File: src/rtl/sec_ctrl_pkg.sv
package sec_ctrl_pkg;
	// coprocessor move encoding
	localparam logic [2:0] OPC1_SEL = 3'h0;
	localparam logic [3:0] CRN_SEL = 4'h1;
	localparam logic [3:0] CRM_SEL = 4'h1;
	localparam logic [2:0] OPC2_NSAC = 3'h2;
	localparam logic [2:0] OPC2_MOVR = 3'h3;
	localparam logic [3:0] CRN_PRELOAD = 4'hb;
	localparam logic [3:0] CRN_LOCKDOWN = 4'ha;
	localparam logic [3:0] CRM_LOCKDOWN = 4'h0;
	localparam logic [2:0] OPC2_LOCKDOWN = 3'h0;
	// field positions of nonsecure_access_ctrl
	localparam int NSAC_COH_POS = 18;
	localparam int NSAC_LOCK_POS = 17;
	localparam int NSAC_PRE_POS = 16;
	localparam int NSAC_SIMD_POS = 15;
	localparam int NSAC_UFP_POS = 14;
	localparam int NSAC_FP_COPROC_B_NONSECURE_ALLOW_POS = 11;
	localparam int NSAC_FP_COPROC_A_NONSECURE_ALLOW_POS = 10;
	// field positions of mask_override_ctrl
	localparam int MOVR_ABT_POS = 8;
	localparam int MOVR_IRQ_POS = 7;
	localparam int MOVR_FIQ_POS = 6;
	// writable masks and reset values
	localparam logic [31:0] NSAC_WMASK = 32'h0007_cc00;
	localparam logic [31:0] MOVR_WMASK = 32'h0000_01c0;
	localparam logic [31:0] NSAC_RESET = 32'h0000_0000;
	localparam logic [31:0] MOVR_RESET = 32'h0000_0000;
	// coherency bit position inside the auxiliary control word
	localparam int AUX_COH_POS = 6;
	localparam logic [31:0] AUX_RESET = 32'h0000_0000;
	// simd and upper fp disables inside coproc_access_ctrl
	localparam int CPAC_SIMD_POS = 31;
	localparam int CPAC_UFP_POS = 30;
	localparam logic [1:0] CPAC_RESET = 2'h0;
	// coprocessor numbers gated by the fp allow bits
	localparam logic [3:0] CP_NUM_FPA = 4'ha;
	localparam logic [3:0] CP_NUM_FPB = 4'hb;
	// system-control and debug coprocessor numbers, control-group encodings
	localparam logic [3:0] CP_NUM_SYS = 4'hf;
	localparam logic [3:0] CP_NUM_DBG = 4'he;
	localparam logic [3:0] CRM_C0 = 4'h0;
	localparam logic [2:0] OPC2_AUX = 3'h1;
	localparam logic [2:0] OPC2_CPAC = 3'h2;
endpackage

File: src/rtl/sec_reg_word.sv
`timescale 1ns/100ps
// one masked software register
module sec_reg_word #(
	parameter int WIDTH = 32,
	parameter logic [WIDTH-1:0] RESET_VAL = '0,
	parameter logic [WIDTH-1:0] WMASK = '1
) (
	input wire logic clk_sys,
	input wire logic rst_n,
	input wire logic wr_en,
	input wire logic [WIDTH-1:0] wr_data,
	output logic [WIDTH-1:0] value
);
	logic [WIDTH-1:0] value_r;
	logic [WIDTH-1:0] value_nxt;

	assign value_nxt = wr_en ? ((value_r & ~WMASK) | (wr_data & WMASK)) : value_r;
	assign value = value_r;

	always_ff @(posedge clk_sys or negedge rst_n)
	begin
		if (!rst_n)
			value_r <= RESET_VAL;
		else
			value_r <= value_nxt;
	end
endmodule

File: src/rtl/irq_override.sv
`timescale 1ns/100ps
// one exception line: take it when unmasked or forced past its mask
module irq_override (
	input wire logic clk_sys,
	input wire logic rst_n,
	input wire logic pending,
	input wire logic psw_mask,
	input wire logic nonsecure,
	input wire logic route_bit,
	input wire logic override_bit,
	output logic take
);
	logic take_r;
	logic take_nxt;
	logic forced;

	// override only counts in non-secure state with routing set
	assign forced = nonsecure & route_bit & override_bit;
	assign take_nxt = pending & (~psw_mask | forced);
	assign take = take_r;

	always_ff @(posedge clk_sys or negedge rst_n)
	begin
		if (!rst_n)
			take_r <= 1'b0;
		else
			take_r <= take_nxt;
	end
endmodule

File: src/rtl/sec_access_ctrl.sv
`timescale 1ns/100ps
// How it works
// - access register: privileged only; secure reads/writes, non-secure reads only
// - debug coprocessor access never gated by this register; system-control coprocessor gated only at aux, preload and lockdown
// - access register bits 31:19, 13:12, 9:0 reserved, written zero, read zero
// - coherency allow clear: non-secure aux write undefined, coherency bit kept
// - coherency allow set: non-secure aux write updates only coherency bit
// - bit 17 allows lockable translation entries in non-secure state; reset forbids
// - preload allow clear: non-secure preload group access trapped undefined
// - preload allow set: non-secure preload group access permitted
// - without preload engine, preload allow reads zero, writes ignored
// - simd force set: simd disable reads one non-secure, writes ignored
// - upper fp force set: upper fp disable reads one non-secure, writes ignored
// - bit 11: zero secure-only coprocessor 11, one both states
// - bit 10 sets non-secure permission for coprocessor 10
// - access register decoded at opcode1 0, c1, c1, opcode2 2
// - override register: privileged and secure only
// - abort override forces async abort past mask in non-secure with routing
// - irq override forces irq past mask in non-secure with routing
// - fiq override forces fiq past mask in non-secure with routing
// - override register bits 31:9 and 5:0 reserved, read zero
// - override register decoded at opcode1 0, c1, c1, opcode2 3
// - simd disable one makes non-fp simd instructions undefined
// - lockable allow zero denies non-secure lockdown register access
module sec_access_ctrl
	import sec_ctrl_pkg::*;
#(
	parameter bit HAS_PRELOAD = 1'b1
) (
	input wire logic clk_sys,
	input wire logic rst_n,
	// coprocessor move request, same clock domain
	input wire logic mov_valid,
	input wire logic mov_write,
	input wire logic [3:0] mov_cp_num,
	input wire logic [2:0] mov_opc1,
	input wire logic [3:0] mov_crn,
	input wire logic [3:0] mov_crm,
	input wire logic [2:0] mov_opc2,
	input wire logic [31:0] mov_wdata,
	input wire logic mov_privileged,
	input wire logic mov_nonsecure,
	output logic [31:0] mov_rdata,
	output logic mov_done,
	output logic mov_undef,
	// instruction class checks
	input wire logic simd_only_insn,
	output logic simd_insn_undef,
	// security routing state
	input wire logic external_abort_route_bit,
	input wire logic irq_route_bit,
	input wire logic fiq_route_bit,
	input wire logic [2:0] psw_mask_aif,
	input wire logic async_abort_pending,
	input wire logic irq_pending,
	input wire logic fiq_pending,
	output logic take_async_abort,
	output logic take_irq,
	output logic take_fiq,
	// resource outputs
	output logic coherency_participation_bit,
	output logic simd_disable_bit,
	output logic upper_fp_regs_disable,
	output logic ns_lockable_alloc_ok
);
	import sec_ctrl_pkg::*;

	logic [31:0] nsac_q;
	logic [31:0] movr_q;
	logic [31:0] nsac_wmask_eff;
	logic [31:0] rdata_r, rdata_nxt;
	logic done_r, undef_r, simd_undef_r, lock_ok_r;
	logic coh_r, coh_nxt;
	logic [1:0] cpac_r, cpac_nxt;

	// decode
	wire logic is_system_control_coprocessor = mov_valid && mov_cp_num == CP_NUM_SYS && mov_opc1 == OPC1_SEL;
	wire logic sel_c1c1 = is_system_control_coprocessor && mov_crn == CRN_SEL && mov_crm == CRM_SEL;
	wire logic sel_nsac = sel_c1c1 && mov_opc2 == OPC2_NSAC;
	wire logic sel_movr = sel_c1c1 && mov_opc2 == OPC2_MOVR;
	wire logic sel_aux = is_system_control_coprocessor && mov_crn == CRN_SEL && mov_crm == CRM_C0
		&& mov_opc2 == OPC2_AUX;
	wire logic sel_cpac = is_system_control_coprocessor && mov_crn == CRN_SEL && mov_crm == CRM_C0
		&& mov_opc2 == OPC2_CPAC;
	wire logic sel_pre = is_system_control_coprocessor && mov_crn == CRN_PRELOAD;
	wire logic sel_lock = is_system_control_coprocessor && mov_crn == CRN_LOCKDOWN && mov_crm == CRM_LOCKDOWN
		&& mov_opc2 == OPC2_LOCKDOWN;
	wire logic sel_fpa = mov_valid && mov_cp_num == CP_NUM_FPA;
	wire logic sel_fpb = mov_valid && mov_cp_num == CP_NUM_FPB;

	wire logic ns = mov_nonsecure;
	wire logic pre_allow = HAS_PRELOAD && nsac_q[NSAC_PRE_POS];

	// permission checks
	wire logic nsac_bad = sel_nsac && (!mov_privileged || (ns && mov_write));
	wire logic movr_bad = sel_movr && (!mov_privileged || ns);
	wire logic aux_bad = sel_aux && ns && mov_write && !nsac_q[NSAC_COH_POS];
	wire logic pre_bad = sel_pre && ns && !pre_allow;
	wire logic lock_bad = sel_lock && ns && !nsac_q[NSAC_LOCK_POS];
	wire logic fpa_bad = sel_fpa && ns && !nsac_q[NSAC_FP_COPROC_A_NONSECURE_ALLOW_POS];
	wire logic fpb_bad = sel_fpb && ns && !nsac_q[NSAC_FP_COPROC_B_NONSECURE_ALLOW_POS];
	// debug coprocessor is not gated here; system-control coprocessor only at the nsac, movr, aux, preload and lockdown selects
	wire logic any_bad = nsac_bad | movr_bad | aux_bad | pre_bad | lock_bad
		| fpa_bad | fpb_bad;

	// no preload engine: its allow bit is not writable at all
	assign nsac_wmask_eff = HAS_PRELOAD ? NSAC_WMASK
		: (NSAC_WMASK & ~(32'h1 << NSAC_PRE_POS));
	wire logic nsac_we = sel_nsac && mov_write && !nsac_bad;
	wire logic movr_we = sel_movr && mov_write && !movr_bad;

	sec_reg_word #(
		.WIDTH(32),
		.RESET_VAL(NSAC_RESET),
		.WMASK(NSAC_WMASK)
	) u_nsac (
		.clk_sys(clk_sys),
		.rst_n(rst_n),
		.wr_en(nsac_we),
		.wr_data(mov_wdata & nsac_wmask_eff),
		.value(nsac_q)
	);

	sec_reg_word #(
		.WIDTH(32),
		.RESET_VAL(MOVR_RESET),
		.WMASK(MOVR_WMASK)
	) u_movr (
		.clk_sys(clk_sys),
		.rst_n(rst_n),
		.wr_en(movr_we),
		.wr_data(mov_wdata),
		.value(movr_q)
	);

	// auxiliary coherency bit: non-secure writes touch only that bit
	wire logic aux_we = sel_aux && mov_write && mov_privileged && !aux_bad;
	assign coh_nxt = aux_we ? mov_wdata[AUX_COH_POS] : coh_r;

	// simd / upper fp disables; forced to one for non-secure reads and the simd undef check when forcing set, not at the disable outputs
	wire logic simd_force = nsac_q[NSAC_SIMD_POS];
	wire logic ufp_force = nsac_q[NSAC_UFP_POS];
	wire logic cpac_we = sel_cpac && mov_write && mov_privileged;
	always_comb
	begin
		cpac_nxt = cpac_r;
		if (cpac_we && !(ns && simd_force))
			cpac_nxt[1] = mov_wdata[CPAC_SIMD_POS];
		if (cpac_we && !(ns && ufp_force))
			cpac_nxt[0] = mov_wdata[CPAC_UFP_POS];
	end
	wire logic simd_eff = cpac_r[1] | (ns & simd_force);
	wire logic ufp_eff = cpac_r[0] | (ns & ufp_force);

	// read mux; reserved bits read zero
	always_comb
	begin
		rdata_nxt = 32'h0;
		if (sel_nsac)
			rdata_nxt = nsac_q & nsac_wmask_eff;
		else if (sel_movr)
			rdata_nxt = movr_q & MOVR_WMASK;
		else if (sel_aux)
			rdata_nxt[AUX_COH_POS] = coh_r;
		else if (sel_cpac)
		begin
			rdata_nxt[CPAC_SIMD_POS] = simd_eff;
			rdata_nxt[CPAC_UFP_POS] = ufp_eff;
		end
		if (any_bad || mov_write)
			rdata_nxt = 32'h0;
	end

	always_ff @(posedge clk_sys or negedge rst_n)
	begin
		if (!rst_n)
		begin
			rdata_r <= 32'h0;
			done_r <= 1'b0;
			undef_r <= 1'b0;
			coh_r <= 1'b0;
			cpac_r <= CPAC_RESET;
			simd_undef_r <= 1'b0;
			lock_ok_r <= 1'b0;
		end
		else
		begin
			rdata_r <= rdata_nxt;
			done_r <= mov_valid;
			undef_r <= any_bad;
			coh_r <= coh_nxt;
			cpac_r <= cpac_nxt;
			simd_undef_r <= simd_only_insn && simd_eff;
			lock_ok_r <= nsac_q[NSAC_LOCK_POS];
		end
	end

	irq_override u_abt (
		.clk_sys(clk_sys),
		.rst_n(rst_n),
		.pending(async_abort_pending),
		.psw_mask(psw_mask_aif[2]),
		.nonsecure(ns),
		.route_bit(external_abort_route_bit),
		.override_bit(movr_q[MOVR_ABT_POS]),
		.take(take_async_abort)
	);
	irq_override u_irq (
		.clk_sys(clk_sys),
		.rst_n(rst_n),
		.pending(irq_pending),
		.psw_mask(psw_mask_aif[1]),
		.nonsecure(ns),
		.route_bit(irq_route_bit),
		.override_bit(movr_q[MOVR_IRQ_POS]),
		.take(take_irq)
	);
	irq_override u_fiq (
		.clk_sys(clk_sys),
		.rst_n(rst_n),
		.pending(fiq_pending),
		.psw_mask(psw_mask_aif[0]),
		.nonsecure(ns),
		.route_bit(fiq_route_bit),
		.override_bit(movr_q[MOVR_FIQ_POS]),
		.take(take_fiq)
	);

	assign mov_rdata = rdata_r;
	assign mov_done = done_r;
	assign mov_undef = undef_r;
	assign coherency_participation_bit = coh_r;
	assign simd_disable_bit = cpac_r[1];
	assign upper_fp_regs_disable = cpac_r[0];
	assign simd_insn_undef = simd_undef_r;
	assign ns_lockable_alloc_ok = lock_ok_r;

	a_ns_write_blocked: assert property (@(posedge clk_sys) disable iff (!rst_n)
		sel_nsac && mov_write && ns |=> $stable(nsac_q))
		else $error("non-secure write changed access register");
	a_movr_secure_only: assert property (@(posedge clk_sys) disable iff (!rst_n)
		sel_movr && ns |=> mov_undef && $stable(movr_q))
		else $error("non-secure override register access not refused");
	a_nsac_reserved: assert property (@(posedge clk_sys) disable iff (!rst_n)
		sel_nsac && !mov_write |=> (mov_rdata & ~NSAC_WMASK) == 32'h0)
		else $error("reserved access bits read nonzero");
	a_aux_undef: assert property (@(posedge clk_sys) disable iff (!rst_n)
		sel_aux && ns && mov_write && !nsac_q[NSAC_COH_POS] |=> mov_undef && $stable(coh_r))
		else $error("non-secure aux write not trapped");
	a_preload_trap: assert property (@(posedge clk_sys) disable iff (!rst_n)
		sel_pre && ns && !nsac_q[NSAC_PRE_POS] |=> mov_undef)
		else $error("non-secure preload access not trapped");
	a_fp_coproc_b_nonsecure_allow_gate: assert property (@(posedge clk_sys) disable iff (!rst_n)
		sel_fpb && ns |=> mov_undef == !$past(nsac_q[NSAC_FP_COPROC_B_NONSECURE_ALLOW_POS]))
		else $error("coprocessor 11 gate wrong");
	a_simd_forced: assert property (@(posedge clk_sys) disable iff (!rst_n)
		sel_cpac && !mov_write && ns && simd_force |=> mov_rdata[CPAC_SIMD_POS])
		else $error("forced simd disable read zero");
	a_irq_override: assert property (@(posedge clk_sys) disable iff (!rst_n)
		irq_pending && psw_mask_aif[1] && ns && irq_route_bit && movr_q[MOVR_IRQ_POS]
		|=> take_irq)
		else $error("irq override not honoured");
	a_fiq_secure: assert property (@(posedge clk_sys) disable iff (!rst_n)
		fiq_pending && psw_mask_aif[0] && !ns |=> !take_fiq)
		else $error("fiq taken past mask in secure state");
	a_simd_undef: assert property (@(posedge clk_sys) disable iff (!rst_n)
		simd_only_insn && simd_eff |=> simd_insn_undef)
		else $error("simd-only instruction not undefined");

	// further guards on the move path and on exception forcing
	a_nsac_user_refused: assert property (@(posedge clk_sys) disable iff (!rst_n)
		sel_nsac && !mov_privileged |=> mov_undef && $stable(nsac_q))
		else $error("user access register access not refused");
	a_nsac_priv_read: assert property (@(posedge clk_sys) disable iff (!rst_n)
		sel_nsac && !mov_write && mov_privileged
		|=> !mov_undef && mov_rdata == ($past(nsac_q) & nsac_wmask_eff))
		else $error("privileged access register read wrong");
	a_debug_ungated: assert property (@(posedge clk_sys) disable iff (!rst_n)
		mov_valid && mov_cp_num == CP_NUM_DBG |=> !mov_undef)
		else $error("debug coprocessor access refused");
	a_coh_permit: assert property (@(posedge clk_sys) disable iff (!rst_n)
		sel_aux && ns && mov_write && mov_privileged && nsac_q[NSAC_COH_POS]
		|=> !mov_undef && coherency_participation_bit == $past(mov_wdata[AUX_COH_POS]))
		else $error("permitted coherency write not applied");
	a_preload_permit: assert property (@(posedge clk_sys) disable iff (!rst_n)
		sel_pre && ns && pre_allow |=> !mov_undef)
		else $error("permitted preload access refused");
	a_preload_absent: assert property (@(posedge clk_sys) disable iff (!rst_n)
		!HAS_PRELOAD && sel_nsac && !mov_write |=> !mov_rdata[NSAC_PRE_POS])
		else $error("absent preload allow bit read one");
	a_ufp_forced: assert property (@(posedge clk_sys) disable iff (!rst_n)
		sel_cpac && !mov_write && ns && ufp_force |=> mov_rdata[CPAC_UFP_POS])
		else $error("forced upper fp disable read zero");
	a_simd_wr_ignored: assert property (@(posedge clk_sys) disable iff (!rst_n)
		cpac_we && ns && simd_force |=> $stable(simd_disable_bit))
		else $error("forced simd disable was written");
	a_ufp_wr_ignored: assert property (@(posedge clk_sys) disable iff (!rst_n)
		cpac_we && ns && ufp_force |=> $stable(upper_fp_regs_disable))
		else $error("forced upper fp disable was written");
	a_fp_coproc_a_nonsecure_allow_gate: assert property (@(posedge clk_sys) disable iff (!rst_n)
		sel_fpa && ns |=> mov_undef == !$past(nsac_q[NSAC_FP_COPROC_A_NONSECURE_ALLOW_POS]))
		else $error("coprocessor 10 gate wrong");
	a_fp_coproc_b_nonsecure_allow_secure: assert property (@(posedge clk_sys) disable iff (!rst_n)
		sel_fpb && !ns |=> !mov_undef)
		else $error("secure coprocessor 11 access refused");
	a_decode_opc1: assert property (@(posedge clk_sys) disable iff (!rst_n)
		mov_valid && mov_cp_num == CP_NUM_SYS && mov_opc1 != OPC1_SEL
		|=> !mov_undef && mov_rdata == 32'h0)
		else $error("wrong opcode1 decoded as a register");
	a_movr_user: assert property (@(posedge clk_sys) disable iff (!rst_n)
		sel_movr && !mov_privileged |=> mov_undef && $stable(movr_q))
		else $error("user override register access not refused");
	a_abort_override: assert property (@(posedge clk_sys) disable iff (!rst_n)
		async_abort_pending && psw_mask_aif[2] && ns && external_abort_route_bit
		&& movr_q[MOVR_ABT_POS] |=> take_async_abort)
		else $error("abort override not honoured");
	a_abort_secure: assert property (@(posedge clk_sys) disable iff (!rst_n)
		async_abort_pending && psw_mask_aif[2] && !ns |=> !take_async_abort)
		else $error("abort taken past mask in secure state");
	a_abort_noroute: assert property (@(posedge clk_sys) disable iff (!rst_n)
		async_abort_pending && psw_mask_aif[2] && !external_abort_route_bit |=> !take_async_abort)
		else $error("abort taken past mask without routing");
	a_irq_secure: assert property (@(posedge clk_sys) disable iff (!rst_n)
		irq_pending && psw_mask_aif[1] && !ns |=> !take_irq)
		else $error("irq taken past mask in secure state");
	a_irq_noroute: assert property (@(posedge clk_sys) disable iff (!rst_n)
		irq_pending && psw_mask_aif[1] && !irq_route_bit |=> !take_irq)
		else $error("irq taken past mask without routing");
	a_fiq_override: assert property (@(posedge clk_sys) disable iff (!rst_n)
		fiq_pending && psw_mask_aif[0] && ns && fiq_route_bit
		&& movr_q[MOVR_FIQ_POS] |=> take_fiq)
		else $error("fiq override not honoured");
	a_fiq_noroute: assert property (@(posedge clk_sys) disable iff (!rst_n)
		fiq_pending && psw_mask_aif[0] && !fiq_route_bit |=> !take_fiq)
		else $error("fiq taken past mask without routing");
	a_movr_reserved: assert property (@(posedge clk_sys) disable iff (!rst_n)
		sel_movr && !mov_write |=> (mov_rdata & ~MOVR_WMASK) == 32'h0)
		else $error("reserved override bits read nonzero");
	a_lockdown_gate: assert property (@(posedge clk_sys) disable iff (!rst_n)
		sel_lock && ns && !nsac_q[NSAC_LOCK_POS] |=> mov_undef)
		else $error("non-secure lockdown access not refused");
	a_refused_quiet: assert property (@(posedge clk_sys) disable iff (!rst_n)
		any_bad |=> mov_rdata == 32'h0)
		else $error("refused access returned data");
endmodule

File: config.mk
export PLATFORM = sky130hd
export DESIGN_NAME = sec_access_ctrl
export DESIGN_NICKNAME = d
export VERILOG_FILES = /design/src/rtl/sec_ctrl_pkg.sv /design/src/rtl/sec_reg_word.sv /design/src/rtl/irq_override.sv /design/src/rtl/sec_access_ctrl.sv
export SDC_FILE = /design/constraint.sdc
export NUM_CORES = 1
export LEC_CHECK = 0
export ABC_AREA = 1
export BUFFER_PORTS_ARGS = -buffer_cell sky130_fd_sc_hd__buf_2
export CELL_PAD_IN_SITES_DETAIL_PLACEMENT = 1
export CELL_PAD_IN_SITES_GLOBAL_PLACEMENT = 2
export CORE_ASPECT_RATIO = 2
export CORE_MARGIN = 4
export CORE_UTILIZATION = 23
export DETAILED_ROUTE_END_ITERATION = 8
export PLACE_DENSITY = 0.91
export SYNTH_ARGS = -nofsm -noshare
export SYNTH_HDL_FRONTEND = slang
export SYNTH_SLANG_ARGS = --single-unit
File: constraint.sdc
create_clock -name clk_sys -period 1.6 [get_ports clk_sys]
set_clock_uncertainty 0.2 [all_clocks]
set_input_delay 0 -clock clk_sys [delete_from_list [all_inputs] [get_ports clk_sys]]
set_output_delay 0 -clock clk_sys [all_outputs]
set_load 0.005 [all_outputs]
; After elaboration in Yosys (flattened, before gate mapping)
; Cells that the tools add are included.
[word_totals]
regBits = 106
inputBits = 66
output_inout_bits = 42
wordCells = 118
[classes]
n_eq_ne = 10
muxes = 8
bitwise = 27
n_reduce_logical = 60
[op_table]
columns = op, count
row1 = two-way mux 32 bit, 2
row2 = logical AND 1 bit, 43
row3 = OR 32 x 19 -> 32 bit, 1
row4 = OR 32 x 9 -> 32 bit, 1
row5 = == test 4 bit (second input constant), 5
row6 = AND 1 bit, 11
row7 = zero test 1 bit, 11
row8 = OR 1 bit, 11
row9 = == test 4 x 1 -> 1 bit (second input constant), 2
row10 = two-way mux 2 bit, 4
row11 = == test 3 x 2 -> 1 bit (second input constant), 2
row12 = zero test 3 bit, 2
row13 = zero test 4 bit, 1
row14 = == test 3 x 1 -> 1 bit (second input constant), 1
row15 = logical OR 1 bit, 3
row16 = inverter 1 bit, 3
row17 = two-way mux 1 bit, 2

; Depth between registers and ports, before layout
; Gate-level depths: netlist of the first run.
[depth]
word_depth = 16
ltp_mapped = 11
depth_no_buf = 11

; Hierarchy
; From an unflattened synthesis of the first run, not the netlist that was laid out.
[unflattened]
cells_unflattened = 267
area_unflattened_um2 = 2079.5
[modules_own_cells]
columns = mod, instances, cells_per_inst, area_each_um2, seq_area_each_um2
row1 = sec_access_ctrl, 1, 156, 1157.4, 475.5
row2 = sec_reg_word (u_nsac), 1, 56, 460.4, 175.2
row3 = sec_reg_word (u_movr), 1, 43, 334.1, 75.1
row4 = irq_override, 3, 4, 42.5, 25.0

; Worst setup path after synthesis of the first run
; OpenSTA, ideal clock, no wires.
[synth_path]
path_kind = flip-flop to flip-flop
start = reg u_nsac.value_r[18], in the netlist u_nsac.value[18]
end = reg rdata_r[10], in the netlist mov_rdata[10]
setup_ps = 116
arrival_ps = 1066
required_ps = 1284
path_slack_ps = 218
path_stages_with_launch = 7
path_buffers = 1
period_less_slack_ps = 1382
cell_sequence = dfrtp_1 -> nand3b_1 -> nor3_2 -> nor2_2 -> nand4_2 -> buf_6 -> nor2_2
[synth_between]
elab_chain_cells = 9
[synth_lines]
columns = item, line
row1 = start: declaration, sec_reg_word.sv:14  ; logic [WIDTH-1:0] value_r;
row2 = start signal: assignment, sec_reg_word.sv:25  ; value_r <= value_nxt;
row3 = zero test 1 bit, sec_access_ctrl.sv:97  ; wire logic aux_bad = sel_aux && ns && mov_write && !nsac_q[NSAC_COH_POS];
row4 = logical AND 1 bit, sec_access_ctrl.sv:97
row5 = OR 1 bit (3 in a row), sec_access_ctrl.sv:103  ; wire logic any_bad = nsac_bad | movr_bad | aux_bad | pre_bad | lock_bad
row6 = OR 1 bit (2 in a row), sec_access_ctrl.sv:104  ; | fpa_bad | fpb_bad;
row7 = logical OR 1 bit, sec_access_ctrl.sv:170  ; if (any_bad || mov_write)
row8 = two-way mux 32 bit, sec_access_ctrl.sv:170
row9 = via rdata_nxt[10], sec_access_ctrl.sv:71  ; logic [31:0] rdata_r, rdata_nxt;
row10 = end signal: assignment, sec_access_ctrl.sv:188  ; rdata_r <= rdata_nxt;
row11 = end: declaration, sec_access_ctrl.sv:71
; The timed path passes the listed nets, and every way through them passes these cells.
; A chain may end at the register's enable or synchronous reset.

; Worst setup path after layout of the first run
[layout_path]
start = reg u_nsac.value_r[10], in the netlist u_nsac.value[10]
end = reg rdata_r[18], in the netlist mov_rdata[18]
[layout_between]
elab_chain_cells = 6
[layout_lines]
columns = item, line
row1 = zero test 1 bit, sec_access_ctrl.sv:100  ; wire logic fpa_bad = sel_fpa && ns && !nsac_q[NSAC_FP_COPROC_A_NONSECURE_ALLOW_POS];
row2 = logical AND 1 bit, sec_access_ctrl.sv:100
row3 = OR 1 bit (2 in a row), sec_access_ctrl.sv:104
row4 = logical OR 1 bit, sec_access_ctrl.sv:170
row5 = two-way mux 32 bit, sec_access_ctrl.sv:170
row6 = via rdata_nxt[18], sec_access_ctrl.sv:71
; The timed path passes the listed nets, and every way through them passes these cells.

==> results of run 1 <==
[cell families after synthesis]
logic type	Yosys count	share of synthesized area
buffers and inverters	56	0.167
multiplexers	1	0.00548
flip-flops	32	0.439
AO/OA/AOI/OAI	12	0.0384
AND/OR/NAND/NOR	120	0.349
other	1	0.00205
[registers in the layout, indices dropped and copies added, names as in the netlist, 2 cells and up]
name,cells
mov_rdata,12
u_nsac.value,7
u_movr.value,3
cpac_r,2
[layer usage]
| layer | track usage | vias to the layer above | share of wire |
|---|---|---|---|
| met5 | 0 | - | 0 |
| met4 | 0.0596 | 0 | 0.027 |
| met3 | 0.0225 | 9 | 0.044 |
| met2 | 0.256 | 52 | 0.61 |
| met1 | 0.112 | 847 | 0.32 |
| li1 | - | 855 | - |
[path summary, 6_finish.rpt]
path	start	endpoint	slack, ps	cells after the start
worst max-delay path	u_nsac.value[10]	mov_rdata[18]	100	9
worst min-delay path	mov_nonsecure	mov_rdata[31]	-20	5
worst max register to register	u_nsac.value[10]	mov_rdata[18]	100	9
worst min register to register	u_nsac.value[18]	u_nsac.value[18]	320	2
max in group asynchronous	rst_n	u_movr.value[7]	590	2
min in group asynchronous	rst_n	u_nsac.value[11]	130	2
[final cells by class]
class / instances / area, sq um / area share
repair buffers: 106 / 722 / 0.264
flip-flops and latches: 32 / 801 / 0.293
clock inverters: 3 / 42.5 / 0.0155
inverters: 33 / 124 / 0.0452
clock buffers: 5 / 125 / 0.0457
multi-input cells: 153 / 806 / 0.294
well taps: 94 / 118 / 0.0430
[cells in the final DEF (no fill, tap or decap), drive strengths merged]
cell / netlist / routed
o21ai: 7 / 7
buf: 23 / 74
nand3: 16 / 16
dlymetal6s4s: 0 / 1
a21boi: 4 / 4
inv: 33 / 33
clkbuf: 0 / 6
nor3b: 1 / 1
nand4: 6 / 6
bufinv: 0 / 1
nand2: 58 / 58
dlygate4sd3: 0 / 30
and3: 1 / 1
conb: 1 / 20
a21oi: 1 / 1
nand3b: 1 / 1
nor3: 3 / 3
mux2i: 1 / 1
clkinvlp: 0 / 1
dfrtp: 32 / 32
clkinv: 0 / 1
nor2: 34 / 34
[worst max-delay path, cell delays in order, from the launching register on]
cell and delay, ps:
dfrtp_1 400, nor2_1 120, nand2_1 50, o21ai_0 70
nand2_1 90, nand2_1 80, nand2_2 80, nand4_4 120
buf_6 150, nor2_2 40
[metrics by stage]
stage	cell area, sq um	setup WS [ps]	instances	setup TNS (ps)	utilization
6_report	2740	97.6	426	0	0.358
5_1_grt	2740	-32.8	426	-306	0.358
4_1_cts	2690	28.6	423	0	0.351
3_5_place_dp	2200	39.2	383	0	0.287
3_3_place_gp	2200	91.7	383	0	0.287
2_1_floorplan	1900	218	241	0	-
[repair_timing]
action | CTS | global route
endpoints found under the setup margin | 0 | 14
hold endpoints to repair | 53 | 0
setup buffers | 0 | 4
resized for setup | 0 | 8
hold buffers | 32 | 0
[where the power goes]
| group | internal (mW) | switching [mW] | leakage, nW | total (mW) |
|---|---|---|---|---|
| logic | 0.126 | 0.130 | 0.973 | 0.256 |
| registers | 0.818 | 0.00188 | 0.412 | 0.819 |
| clock network | 0.731 | 0.361 | 0.0798 | 1.09 |
==> flow_summary.ini, run 1 <==
[placement]
gp_congestion = 0.727
portBuffers = 67
dpl.hpwl_um = 4230

[yosys]
ys_async_sr_fraction = 1.00
synth_area_leaders = dfrtp_1 (44%), nand2_1 (11%), buf_4 (8.6%)
yosysMostFrequentCell = nand2_1
synth_top_area_frac = 0.439
yosys-top-cells-count = nand2_1 (54), dfrtp_1 (32), inv_1 (30), buf_4 (21), nor2_1 (16)
ys.flop_type = dfrtp_1
yosys.area.top_type = dfrtp_1
synth_area_sq_mm = 0.00183
synth.avg_cell_area_sq_um = 8.22
synth_edf_count = 0
ys_ff_latch = 32
netlist_instances = 222
ys_warn_count = 0
ys_types = 28
ys_seq_area_frac = 0.439

[worst_setup_path]
cp.required_ps = 1570
end_kind = register
arrival_ps = 1470
cp-start-kind = register
critical_path_class = register to register
cp_max_fo = 6

[cts]
cts_tree = done
clkSinkCount = 32
clock-root-buffer = clkbuf_16
clkTransAtPathRegs_ps = 60
clk_latency_ps = 280
numCtsBuffers = 5
cts.htree.levels = 2
cts_buffer_depth = 2

[route]
drt.antenna.violating_nets = 0
drt_iter0_drc = 25
vias_per_cell = 4.14
drc = 0
wl_per_cell_um = 13.2
vias = 1763
routed_wirelength_um = 5610
dr.pass1.iters = 2

[floorplanning]
boundaryPins = 108
die_area_sq_mm = 0.00951
start_util = 0.238
fp.dieH_um = 134
fp.coreArea_sq_mm = 0.00766
placementRows = 45
die_w_um = 71.0

[sta]
setup-violations-final = 0
rsz0062_at_grt = true
drv_slew = 0
hold_ws_ps = -21.0
relSlewSlack = 0.501
hold_viol = 1
clock.fmax_mhz = 666
period_minus_slack_ps = 1500
period_share = 0.939
max_slew.worst_pin.slew_ps = 749

[global_routing]
grt_pass1_vias = 2027
grt_max_degree = 33
antenna_found_initial = 0
overflow = 0
track_usage = 0.126
grt_pass1_wl_um = 9380

[outcome]
failed_checks = hold timing
outcome = finished with violations

[final_layout]
nets = 397
area_delta_synth_final_pct = 50.0
drive_above_1_share = 0.349
diodes = 0
nFillCells = 980

[min_path]
hold_path.class = input port to register

[power]
total_power_mw = 2.17
p_leak_nw = 1.47
p_per_area_mw_per_mm2 = 792
max-vdd-ir-drop_uv = 489

[job]
maxCapViolations = 0
(Power assumes the default switching activity.)
==> run 2, diff against run 1 <==
CORE_MARGIN = 1   (was 4)
HOLD_SLACK_MARGIN = 0.08   (was unset)
==> flow_summary.ini, run 2 (synthesis results as in run 1) <==
[outcome]
outcome = finished clean

[power]
total_power_mw = 2.17
p_leak_nw = 1.50
p_per_area_mw_per_mm2 = 768
max-vdd-ir-drop_uv = 467

[final_layout]
nFillCells = 990
largest_register_ffs = 12
diodes = 0
area_delta_synth_final_pct = 54.9
layout_common_cells = buf_2 (67), nand2_1 (54), dlygate4sd3_1 (38)
layout.cells.non_filler = 435
nets = 406
final_common_cell = buf_2
drive_above_1_share = 0.343

[route]
drt.antenna.violating_nets = 0
vias = 1815
drc = 0
routed_wirelength_um = 5520
vias_per_cell = 4.17
drt_iter0_drc = 14
wl_per_cell_um = 12.7
dr.pass1.iters = 3

[worst_setup_path]
critical_path_class = register to register
cp.required_ps = 1600
reg2reg_depth = 5
arrival_ps = 1550
path_delay_family = buffers and inverters
crit_path_frequent_cell = nand2_1
end_kind = register
cp_max_fo = 3
path_depth = 5
cp-start-kind = register
critPathBufInv = 1
regToRegSetupSlack_ps = 60
r2r_start = u_nsac.value[15]
cp_cell_sequence = nand2_1 -> nand2_1 -> dlygate4sd3_1 -> nand2_1 -> nor2_1
worstReg2RegEnd = mov_rdata[31]
slowest_delay_ps = 530
crit_slowest_cell = dlygate4sd3_1

[sta]
period_minus_slack_ps = 1540
max_slew.worst_pin.slew_ps = 727
setup-violations-final = 0
finalSetupTns_ps = 0
clock.fmax_mhz = 648
relSlewSlack = 0.515
hold_viol = 0
worst_slack_ps = 55.7
drv_slew = 0
rsz0062_at_grt = true
period_share = 0.965

[floorplanning]
placementRows = 45
die_area_sq_mm = 0.00832
fp.dieH_um = 128
fp.coreArea_sq_mm = 0.00766
start_util = 0.238
boundaryPins = 108
die_w_um = 65.0

[placement]
gp_congestion = 0.797
dpl.hpwl_um = 3940
dp_cells = 384
portBuffers = 67
place_ws_ps = 22.7

[cts]
cts_buffer_depth = 2
cts_tree = done
clock-root-buffer = clkbuf_16
cts.htree.levels = 2
clkTransAtPathRegs_ps = 50
clkSinkCount = 32
numCtsBuffers = 5
clk_latency_ps = 280

[global_routing]
antenna_found_initial = 0
grt_pass1_wl_um = 8490
grt_max_degree = 33
track_usage = 0.137
grt_pass1_vias = 1879
overflow = 0

[job]
maxCapViolations = 0

[min_path]
min_path_cells = 5
hold_end = cpac_r[0]
hold_path.startpoint = mov_nonsecure
hold_path.class = input port to register
-- run 2: changes by cell type in the layout (fill, tap and decap cells not counted), sizes merged --
| cell | before | now |
|---|---|---|
| dlygate4sd3 | 30 | 38 |
| clkbuf | 6 | 5 |
| buf | 74 | 76 |
-- run 2: per-stage QoR --
stage                     utilization  hold slack [ps]  area [sq um]
final                           0.369             40.1          2830
after global routing            0.369             94.9          2830
after CTS                       0.359            -79.8          2750
after detailed placement        0.290            -95.3          2220
after global placement          0.290             -112          2220
after floorplan                     -             -496          1900
-- run 2: worst max-delay path by stage --
stage                           startpoint             to  slack (ps)
after floorplan           u_nsac.value[18]  mov_rdata[10]         220
after global placement    u_nsac.value[16]  mov_rdata[18]          40
after detailed placement  u_nsac.value[16]  mov_rdata[17]          20
after CTS                 u_nsac.value[16]   mov_rdata[7]           7
after global routing           mov_opc1[1]  mov_rdata[17]         -50
final                     u_nsac.value[15]  mov_rdata[31]          60
-- run 2: worst register-to-register path, cell delays in order, from the launching register on --
cell	delay, ps
dfrtp_1	380
nand2_1	100
nand2_1	70
dlygate4sd3_1	530
nand2_1	50
nor2_1	140
-- run 2: layout make-up --
type,instances,area [sq um],area share
clock buffer,5,125,0.0442
clock inverter,3,42.5,0.0150
inverter,33,124,0.0438
multi-input combinational,153,806,0.285
sequential,32,801,0.283
tap,94,118,0.0416
timing repair buffer,115,812,0.287
-- run 2: what timing repair did --
action                     in CTS  in global routing
setup buffers                   0                  4
hold endpoints to repair       58                  2
hold buffers                   36                  3
setup endpoints to repair       0                 14
gates resized for setup         0                  5
-- run 2: power breakdown --
group | switching [mW] | total [mW] | internal, mW
clock network | 0.357 | 1.09 | 0.730
logic | 0.130 | 0.263 | 0.133
registers | 0.00251 | 0.820 | 0.818
total | 0.490 | 2.17 | 1.68
-- run 2: metal layers --
| metal | vias to the layer above | GRT usage | part of all wire |
|---|---|---|---|
| met1 | 870 | 0.125 | 0.32 |
| met2 | 56 | 0.268 | 0.60 |
| met3 | 14 | 0.0178 | 0.045 |
| met4 | 0 | 0.0928 | 0.039 |
| li1 | 875 | - | - |
| met5 | - | 0 | 0 |
